File: src/eesp_regs.vh
// constants for the serial configuration prom command port
`ifndef EESP_REGS_VH
`define EESP_REGS_VH

////////////////////////////////////////////////////////////////////////////////
// register indices on the target path (byte address is four times these)
`define EESP_CMD_INDEX 8'h0c
`define EESP_RES_INDEX 8'h0d

////////////////////////////////////////////////////////////////////////////////
// eeprom_command fields
`define EESP_DATA_HI 31
`define EESP_DATA_LO 16
`define EESP_CMD_HI 8
`define EESP_CMD_LO 6
`define EESP_ADDR_HI 5
`define EESP_ADDR_LO 0
`define EESP_SEL_HI 5
`define EESP_SEL_LO 4

// eeprom_read_result fields
`define EESP_BUSY_BIT 31

////////////////////////////////////////////////////////////////////////////////
// command codes (start bit plus two opcode bits)
`define EESP_OP_READ 3'h6
`define EESP_OP_WRITE 3'h5
`define EESP_OP_ERASE 3'h7
`define EESP_OP_MISC 3'h4

// upper address bits under the misc code
`define EESP_MISC_UNLOCK 2'h3
`define EESP_MISC_LOCK 2'h0
`define EESP_MISC_ERASE_ALL 2'h2
`define EESP_MISC_WRITE_ALL 2'h1

////////////////////////////////////////////////////////////////////////////////
// serial timing and framing
`define EESP_CLK_DIV 36
`define EESP_SHORT_BITS 5'd9
`define EESP_LONG_BITS 5'd25
`define EESP_READ_FIRST 5'd10

////////////////////////////////////////////////////////////////////////////////
// autoload layout and defaults
`define EESP_MARKER 16'ha5a5
`define EESP_WORD_MARKER 2'h0
`define EESP_WORD_SVID 2'h1
`define EESP_WORD_SID 2'h2
`define EESP_WORD_LAT 2'h3
`define EESP_SVID_RESET 16'h0000
`define EESP_SID_RESET 16'h0000
`define EESP_LAT_RESET 8'h00
`define EESP_GNT_RESET 8'h00

`endif

File: src/eesp_port.v
// serial configuration prom command port with autoload after reset
`timescale 1ns/1ps
`default_nettype none
`include "eesp_regs.vh"

module eesp_port #(
    parameter CLK_DIV = `EESP_CLK_DIV
) (
    input wire clk,
    input wire nrst,
    input wire bus_valid,
    input wire bus_write,
    input wire bus_cfg,
    input wire [7:0] bus_index,
    input wire [31:0] bus_wdata,
    output reg bus_trdy_reg,
    output reg bus_stop_reg,
    output reg [31:0] bus_rdata_reg,
    output reg prom_select_reg,
    output reg prom_serial_clock_reg,
    output reg prom_serial_out_reg,
    input wire prom_serial_in,
    output reg autoload_active_reg,
    output reg [15:0] subsys_vendor_reg,
    output reg [15:0] subsys_id_reg,
    output reg [7:0] maximum_latency_field_reg,
    output reg [7:0] min_grant_reg
);

    localparam [2:0] ST_IDLE = 3'h0;
    localparam [2:0] ST_SETUP = 3'h1;
    localparam [2:0] ST_SHIFT = 3'h2;
    localparam [2:0] ST_GAP = 3'h3;
    localparam [2:0] ST_POLL = 3'h4;

    ////////////////////////////////////////////////////////////////////////////
    // reset release and input synchronisers

    wire rst_n;
    wire sin_sync;
    wire tick_fall;
    wire tick_rise;

    eesp_sync #(.W(1)) u_rst_sync (
        .clk(clk),
        .rst_n(nrst),
        .d(1'b1),
        .q(rst_n)
    );

    eesp_sync #(.W(1)) u_sin_sync (
        .clk(clk),
        .rst_n(rst_n),
        .d(prom_serial_in),
        .q(sin_sync)
    );

    // divider runs free so the serial clock phase is fixed to the bus clock
    eesp_clkdiv #(.DIV(CLK_DIV)) u_div (
        .clk(clk),
        .rst_n(rst_n),
        .tick_fall(tick_fall),
        .tick_rise(tick_rise)
    );

    ////////////////////////////////////////////////////////////////////////////
    // command decode helpers

    // frames that carry sixteen more clocks after the address
    function f_long;
        input [2:0] op;
        input [1:0] sel;
        begin
            f_long = (op == `EESP_OP_READ) || (op == `EESP_OP_WRITE) ||
                ((op == `EESP_OP_MISC) && (sel == `EESP_MISC_WRITE_ALL));
        end
    endfunction

    // commands that program the array and report ready on the serial line
    function f_waits;
        input [2:0] op;
        input [1:0] sel;
        begin
            f_waits = (op == `EESP_OP_WRITE) || (op == `EESP_OP_ERASE) ||
                ((op == `EESP_OP_MISC) && ((sel == `EESP_MISC_ERASE_ALL) ||
                (sel == `EESP_MISC_WRITE_ALL)));
        end
    endfunction

    ////////////////////////////////////////////////////////////////////////////
    // state

    reg [2:0] state_reg, state_next;
    reg [4:0] bitcnt_reg, bitcnt_next;
    reg [24:0] frame_reg, frame_next;
    reg [15:0] rxsh_reg, rxsh_next;
    reg long_reg, long_next;
    reg isread_reg, isread_next;
    reg need_ready_reg, need_ready_next;
    reg from_load_reg, from_load_next;
    reg [31:0] cmd_reg, cmd_next;
    reg pending_reg, pending_next;
    reg read_busy_reg, read_busy_next;
    reg [15:0] result_reg, result_next;
    reg [1:0] al_idx_reg, al_idx_next;
    reg load_next;
    reg [15:0] svid_next, sid_next;
    reg [7:0] lat_next, gnt_next;
    reg sel_next, sk_next, so_next;
    reg trdy_next, stop_next;
    reg [31:0] rdata_next;

    wire busy_any = pending_reg || (state_reg != ST_IDLE);
    wire [4:0] total_bits = long_reg ? `EESP_LONG_BITS : `EESP_SHORT_BITS;
    wire [2:0] bus_op = bus_wdata[`EESP_CMD_HI:`EESP_CMD_LO];
    wire [2:0] cmd_op = cmd_reg[`EESP_CMD_HI:`EESP_CMD_LO];
    wire [1:0] cmd_sel = cmd_reg[`EESP_SEL_HI:`EESP_SEL_LO];

    ////////////////////////////////////////////////////////////////////////////
    // next state

    always @* begin
        state_next = state_reg;
        bitcnt_next = bitcnt_reg;
        frame_next = frame_reg;
        rxsh_next = rxsh_reg;
        long_next = long_reg;
        isread_next = isread_reg;
        need_ready_next = need_ready_reg;
        from_load_next = from_load_reg;
        cmd_next = cmd_reg;
        pending_next = pending_reg;
        read_busy_next = read_busy_reg;
        result_next = result_reg;
        al_idx_next = al_idx_reg;
        load_next = autoload_active_reg;
        svid_next = subsys_vendor_reg;
        sid_next = subsys_id_reg;
        lat_next = maximum_latency_field_reg;
        gnt_next = min_grant_reg;
        sel_next = prom_select_reg;
        sk_next = prom_serial_clock_reg;
        so_next = prom_serial_out_reg;
        trdy_next = 1'b0;
        stop_next = 1'b0;
        rdata_next = bus_rdata_reg;

        case (state_reg)
            ST_IDLE: begin
                if (autoload_active_reg) begin
                    // autoload reads words in order, marker first
                    frame_next = {`EESP_OP_READ, 4'h0, al_idx_reg, 16'h0000};
                    long_next = 1'b1;
                    isread_next = 1'b1;
                    need_ready_next = 1'b0;
                    from_load_next = 1'b1;
                    bitcnt_next = 5'd0;
                    state_next = ST_SETUP;
                end else if (pending_reg) begin
                    pending_next = 1'b0;
                    // data field only reaches the wire for long frames
                    frame_next = {cmd_op, cmd_reg[`EESP_ADDR_HI:`EESP_ADDR_LO],
                        (cmd_op == `EESP_OP_READ) ? 16'h0000 :
                        cmd_reg[`EESP_DATA_HI:`EESP_DATA_LO]};
                    long_next = f_long(cmd_op, cmd_sel);
                    isread_next = (cmd_op == `EESP_OP_READ);
                    need_ready_next = f_waits(cmd_op, cmd_sel);
                    from_load_next = 1'b0;
                    bitcnt_next = 5'd0;
                    state_next = ST_SETUP;
                end
            end
            ST_SETUP: begin
                if (tick_fall) begin
                    sel_next = 1'b1;
                    sk_next = 1'b0;
                    so_next = frame_reg[24];
                    frame_next = {frame_reg[23:0], 1'b0};
                    state_next = ST_SHIFT;
                end
            end
            ST_SHIFT: begin
                if (tick_rise) begin
                    sk_next = 1'b1;
                    bitcnt_next = bitcnt_reg + 5'd1;
                end else if (tick_fall) begin
                    sk_next = 1'b0;
                    // prom drives each read bit after the rise, taken at the fall
                    if (isread_reg && (bitcnt_reg >= `EESP_READ_FIRST)) begin
                        rxsh_next = {rxsh_reg[14:0], sin_sync};
                    end
                    if (bitcnt_reg == total_bits) begin
                        sel_next = 1'b0;
                        so_next = 1'b0;
                        state_next = ST_GAP;
                    end else begin
                        so_next = frame_reg[24];
                        frame_next = {frame_reg[23:0], 1'b0};
                    end
                end
            end
            ST_GAP: begin
                // select stays low a full serial period between phases
                if (tick_fall) begin
                    if (need_ready_reg) begin
                        sel_next = 1'b1;
                        state_next = ST_POLL;
                    end else begin
                        state_next = ST_IDLE;
                        if (isread_reg) begin
                            result_next = rxsh_reg;
                            if (!from_load_reg) begin
                                read_busy_next = 1'b0;
                            end
                        end
                        if (from_load_reg) begin
                            case (al_idx_reg)
                                `EESP_WORD_MARKER: begin
                                    if (rxsh_reg == `EESP_MARKER) begin
                                        al_idx_next = `EESP_WORD_SVID;
                                    end else begin
                                        load_next = 1'b0;
                                    end
                                end
                                `EESP_WORD_SVID: begin
                                    svid_next = rxsh_reg;
                                    al_idx_next = `EESP_WORD_SID;
                                end
                                `EESP_WORD_SID: begin
                                    sid_next = rxsh_reg;
                                    al_idx_next = `EESP_WORD_LAT;
                                end
                                default: begin
                                    lat_next = rxsh_reg[15:8];
                                    gnt_next = rxsh_reg[7:0];
                                    load_next = 1'b0;
                                end
                            endcase
                        end
                    end
                end
            end
            ST_POLL: begin
                // no timeout; ready taken mid period, once the synced input shows the select
                if (tick_rise && sin_sync) begin
                    sel_next = 1'b0;
                    need_ready_next = 1'b0;
                    state_next = ST_GAP;
                end
            end
            default: begin
                state_next = ST_IDLE;
                sel_next = 1'b0;
                sk_next = 1'b0;
                so_next = 1'b0;
            end
        endcase

        // target path, one answer per request on the following edge
        if (bus_valid) begin
            if (autoload_active_reg) begin
                stop_next = 1'b1;
            end else if (bus_cfg) begin
                trdy_next = 1'b1;
                rdata_next = 32'h00000000;
            end else if (bus_write) begin
                if (bus_index == `EESP_CMD_INDEX) begin
                    if (busy_any) begin
                        stop_next = 1'b1;
                    end else begin
                        cmd_next = {bus_wdata[`EESP_DATA_HI:`EESP_DATA_LO], 7'h00,
                            bus_wdata[`EESP_CMD_HI:`EESP_ADDR_LO]};
                        pending_next = 1'b1;
                        trdy_next = 1'b1;
                        if (bus_op == `EESP_OP_READ) begin
                            read_busy_next = 1'b1;
                        end
                    end
                end else begin
                    // result register and unmapped words ignore writes
                    trdy_next = 1'b1;
                end
            end else begin
                trdy_next = 1'b1;
                case (bus_index)
                    `EESP_CMD_INDEX: rdata_next = cmd_reg;
                    `EESP_RES_INDEX: rdata_next = {read_busy_reg, 15'h0000, result_reg};
                    default: rdata_next = 32'h00000000;
                endcase
            end
        end
    end

    ////////////////////////////////////////////////////////////////////////////
    // registers

    always @(posedge clk or negedge rst_n) begin
        if (!rst_n) begin
            state_reg <= ST_IDLE;
            bitcnt_reg <= 5'd0;
            frame_reg <= 25'h0000000;
            rxsh_reg <= 16'h0000;
            long_reg <= 1'b0;
            isread_reg <= 1'b0;
            need_ready_reg <= 1'b0;
            from_load_reg <= 1'b0;
            cmd_reg <= 32'h00000000;
            pending_reg <= 1'b0;
            read_busy_reg <= 1'b0;
            result_reg <= 16'h0000;
            al_idx_reg <= `EESP_WORD_MARKER;
            autoload_active_reg <= 1'b1;
            subsys_vendor_reg <= `EESP_SVID_RESET;
            subsys_id_reg <= `EESP_SID_RESET;
            maximum_latency_field_reg <= `EESP_LAT_RESET;
            min_grant_reg <= `EESP_GNT_RESET;
            prom_select_reg <= 1'b0;
            prom_serial_clock_reg <= 1'b0;
            prom_serial_out_reg <= 1'b0;
            bus_trdy_reg <= 1'b0;
            bus_stop_reg <= 1'b0;
            bus_rdata_reg <= 32'h00000000;
        end else begin
            state_reg <= state_next;
            bitcnt_reg <= bitcnt_next;
            frame_reg <= frame_next;
            rxsh_reg <= rxsh_next;
            long_reg <= long_next;
            isread_reg <= isread_next;
            need_ready_reg <= need_ready_next;
            from_load_reg <= from_load_next;
            cmd_reg <= cmd_next;
            pending_reg <= pending_next;
            read_busy_reg <= read_busy_next;
            result_reg <= result_next;
            al_idx_reg <= al_idx_next;
            autoload_active_reg <= load_next;
            subsys_vendor_reg <= svid_next;
            subsys_id_reg <= sid_next;
            maximum_latency_field_reg <= lat_next;
            min_grant_reg <= gnt_next;
            prom_select_reg <= sel_next;
            prom_serial_clock_reg <= sk_next;
            prom_serial_out_reg <= so_next;
            bus_trdy_reg <= trdy_next;
            bus_stop_reg <= stop_next;
            bus_rdata_reg <= rdata_next;
        end
    end

endmodule

`default_nettype wire

File: src/eesp_sync.v
// two flip-flop synchroniser with asynchronous clear
`timescale 1ns/1ps
`default_nettype none

module eesp_sync #(
    parameter W = 1
) (
    input wire clk,
    input wire rst_n,
    input wire [W-1:0] d,
    output reg [W-1:0] q
);

    reg [W-1:0] meta_reg;

    // meta_reg feeds q only
    always @(posedge clk or negedge rst_n) begin
        if (!rst_n) begin
            meta_reg <= {W{1'b0}};
            q <= {W{1'b0}};
        end else begin
            meta_reg <= d;
            q <= meta_reg;
        end
    end

endmodule

`default_nettype wire

File: src/eesp_clkdiv.v
// free running divider giving fall and rise ticks of the serial clock
`timescale 1ns/1ps
`default_nettype none

module eesp_clkdiv #(
    parameter DIV = 36
) (
    input wire clk,
    input wire rst_n,
    output reg tick_fall,
    output reg tick_rise
);

    localparam [5:0] LAST = DIV - 1;
    localparam [5:0] HALF = DIV / 2;

    reg [5:0] cnt_reg;

    always @(posedge clk or negedge rst_n) begin
        if (!rst_n) begin
            cnt_reg <= 6'h00;
            tick_fall <= 1'b0;
            tick_rise <= 1'b0;
        end else begin
            cnt_reg <= (cnt_reg == LAST) ? 6'h00 : cnt_reg + 6'h01;
            tick_fall <= (cnt_reg == 6'h00);
            tick_rise <= (cnt_reg == HALF);
        end
    end

endmodule

`default_nettype wire

File: config.mk
export PLATFORM = sky130hd
export DESIGN_NAME = eesp_port
export DESIGN_NICKNAME = d
export VERILOG_FILES = /design/src/eesp_port.v /design/src/eesp_sync.v /design/src/eesp_clkdiv.v
export VERILOG_INCLUDE_DIRS = /design/src
export SDC_FILE = /design/constraint.sdc
export NUM_CORES = 1
export LEC_CHECK = 0
export ABC_AREA = 1
export BUFFER_PORTS_ARGS = -buffer_cell sky130_fd_sc_hd__clkbuf_2
export CAP_MARGIN = 25
export CORE_ASPECT_RATIO = 0.7
export CORE_UTILIZATION = 35
export DETAILED_ROUTE_END_ITERATION = 10
export PLACE_DENSITY_LB_ADDON = 0.1
export SYNTH_ARGS = -nofsm -noshare
export SYNTH_HDL_FRONTEND = slang
export SYNTH_SLANG_ARGS = --single-unit
File: constraint.sdc
create_clock -name clk -period 6.9 [get_ports clk]
set_clock_uncertainty 0.15 [all_clocks]
set_input_delay 0.69 -clock clk [delete_from_list [all_inputs] [get_ports clk]]
set_output_delay 0.69 -clock clk [all_outputs]
set_load 0.05 [all_outputs]
==> run metrics <==
Initial Util 0.359; post-CTS setup buffer count 0; CTS Sinks 196; Mapped Nets 1065; drt drc 0; # hold bufs at CTS 1; Hold WC Path Type reg2async; nature of the critical path endpoint flip-flop; worst skew pair latency 430 ps; CTS tree built; final WL roughly 22 mm; vias in the first global route 6520; Root Buffer Master clkbuf_16; gpl congestion 0.797; combinational family with the most area after synthesis simple AND/OR/NAND/NOR gates; Synth Area in Adders 0.0162; crit path DAT a little under 3000 ps; DP Worst Slack 4130 ps; reg2reg setup slack 4150 ps; Die Area 25000 sq um; htree depth 4; Mapped Area about 8500 sq um; area leader, netlist dfrtp_1; layout cells sized above 1 0.165; IO buf count 124; FILL cells around 2500; crit-path max FO 26; RSZ-0062 raised after global routing false; core area 23800 sq um; max_cap viols 0; Post-DP Area 9420 sq um; cts bufs inserted 17; crit-path leading delay family simple AND/OR/NAND/NOR gates; Non-Filler Instances approximately 1500; multiplexer share of the synthesized area 0; Site Rows 47; nets 1176; final hold viol count 0; syn avg cell area roughly 8.5 sq um; sequential area share after synthesis 0.576; post-synth top area share 0.573; CP Data Required Time 7060 ps; relative slew slack 0.377; gr ovfl total 0; Die Wd 189 microns; Crit path largest cell delay 650 ps; GRT Util Overall 0.187; Final Critical Period 2750 ps; fin worst setup slack 4150 ps; Slew Viols, Final 0; Post-Synth Simple-Gate Area 0.270; antenna-violating nets left 0; I/O pin cnt 132; LEAKAGE between 5 and 6 nW; status complete, no violations; initial antenna violation count 0; placed insts between 1000 and 1500; drt wl/cell 15.3 microns; ranking of synthesized cells by area dfrtp_1 57%, nand2_1 17%, nand3_1 5.8%; final instance area 10100 sq um; Netlist cell types 33; f_max about 360 MHz; largest net degree at the start of global routing 169; total vias in the final route 6847; post-synthesis compound-gate area fraction 0.0756; Reg area 4910 sq um; Max clock buf depth 2; synthesized instance count 1008; vias per cell around 4.7; setup TNS 0 ps; synthesized flop and latch total 196; DRT iter0 DRCs ~620; Slew @ Worst Pin 932 ps; Pwr Density 264 nW/um^2; CTS resizes 0; first-pass GRT wire length 36.5 mm; number of detailed-route iterations in the first pass 5; Yosys warning count 0; xor-xnor portion of the synthesized cell area 0.00514; Crit Path Class reg2reg; max reg flops 32; post-detail-place hpwl 14.9 mm; final worst-path cycle share 0.399; Area Growth Syn to Fin 18.2%; clock slew at reported path FFs 80 ps; ANT cells 0; type of origin of the critical path flip-flop; Worst VDD drop 172 uV; die height 133 microns; Buf/Inv on CP 2; multi-input logic area 3130 sq um; crit-path cells inv_4 -> nand3_2 -> inv_2 -> nand2_2 -> nand2_2 -> nand3_2 -> nand2_1 -> nand2_1; slowest CP cell nand3_2; final setup fails 0
synth_stat cells (all sizes together):
cell	n
nand2	397
nand3	101
xor2	5
a21oi	4
conb	1
clkinv	2
dfstp	1
o21ai	122
nor3	8
nand3b	1
o22ai	1
clkbuf	14
ha	11
nor2	41
dfrtp	195
and2	1
o211ai	1
nor3b	2
buf	30
inv	65
nand4	5
logic make-up after synthesis:
logic type / after synthesis
other cells: 1
buf+inv: 111
simple gates: 556
compound gates: 128
xor+xnor: 5
fa+ha+maj: 11
flops: 196
metrics by stage:
step,power (mW),util,hold slack (ps)
after floorplan,1.56,-,181
after global placement,1.67,0.394,109
after CTS,2.69,0.422,121
after detailed placement,1.68,0.397,112
final,2.66,0.424,107
after global routing,2.79,0.424,138
per-layer routing:
layer | track usage | routed length (microns) | up-vias | share of wire
met5 | 0 | 0 | - | 0
met4 | 0.0403 | 174 | 0 | 0.0079
met3 | 0.0427 | 960 | 11 | 0.043
met2 | 0.252 | 9010 | 142 | 0.41
met1 | 0.298 | 12000 | 3259 | 0.54
li1 | - | - | 3435 | -
path summary, 6_finish.rpt:
check,startpoint,end,cells past startpoint
setup / recovery,state_reg[2]$_DFFE_PN0P_,frame_reg[6]$_DFFE_PN0P_,8
max in group asynchronous,u_rst_sync.q$_DFF_PN0_,frame_reg[24]$_DFFE_PN0P_,1
hold reg to reg,u_rst_sync.q$_DFF_PN0_,subsys_vendor_reg[9]$_DFFE_PN0P_,0
min in group clk,u_sin_sync.meta_reg$_DFF_PN0_,u_sin_sync.q$_DFF_PN0_,0
hold / removal,u_rst_sync.q$_DFF_PN0_,subsys_vendor_reg[9]$_DFFE_PN0P_,0
setup reg to reg,state_reg[2]$_DFFE_PN0P_,frame_reg[6]$_DFFE_PN0P_,8
worst reg2reg max path, stage by stage (launching register included):
cell	delay, ps
dfrtp_1	500
inv_4	150
nand3_2	180
inv_2	150
nand2_2	100
nand2_2	450
nand3_2	660
nand2_1	240
nand2_1	70
report_power, final:
part	total, mW	switching (mW)	internal [mW]
Sequential	1.20	0.0257	1.17
Clock	1.00	0.465	0.537
Combinational	0.457	0.354	0.103
Total	2.66	0.845	1.81
final cells by class:
| cell class | count | share of cell area |
|---|---|---|
| clock inverter | 11 | 0.0114 |
| tap | 318 | 0.0395 |
| inverter | 67 | 0.0253 |
| multi-input combinational | 701 | 0.311 |
| timing repair buffer | 136 | 0.0790 |
| sequential | 196 | 0.487 |
| clock buffer | 21 | 0.0467 |
placed cells by master (no fill, tap or decap), types with 3 or more instances in the layout:
| cell | n |
|---|---|
| xor2_1 | 5 |
| buf_4 | 4 |
| clkinv_2 | 3 |
| nor2_1 | 36 |
| ha_1 | 11 |
| nand3_1 | 99 |
| buf_8 | 4 |
| o21ai_1 | 39 |
| inv_6 | 3 |
| nand2_1 | 392 |
| clkbuf_16 | 17 |
| clkinv_4 | 3 |
| nand2_2 | 4 |
| inv_2 | 4 |
| dfrtp_1 | 194 |
| inv_1 | 60 |
| nand4_1 | 5 |
| nor2_2 | 5 |
| a21oi_1 | 4 |
| nor3_1 | 7 |
| clkbuf_8 | 3 |
| clkbuf_2 | 124 |
| o21ai_0 | 83 |
(Power assumes the default switching activity.)
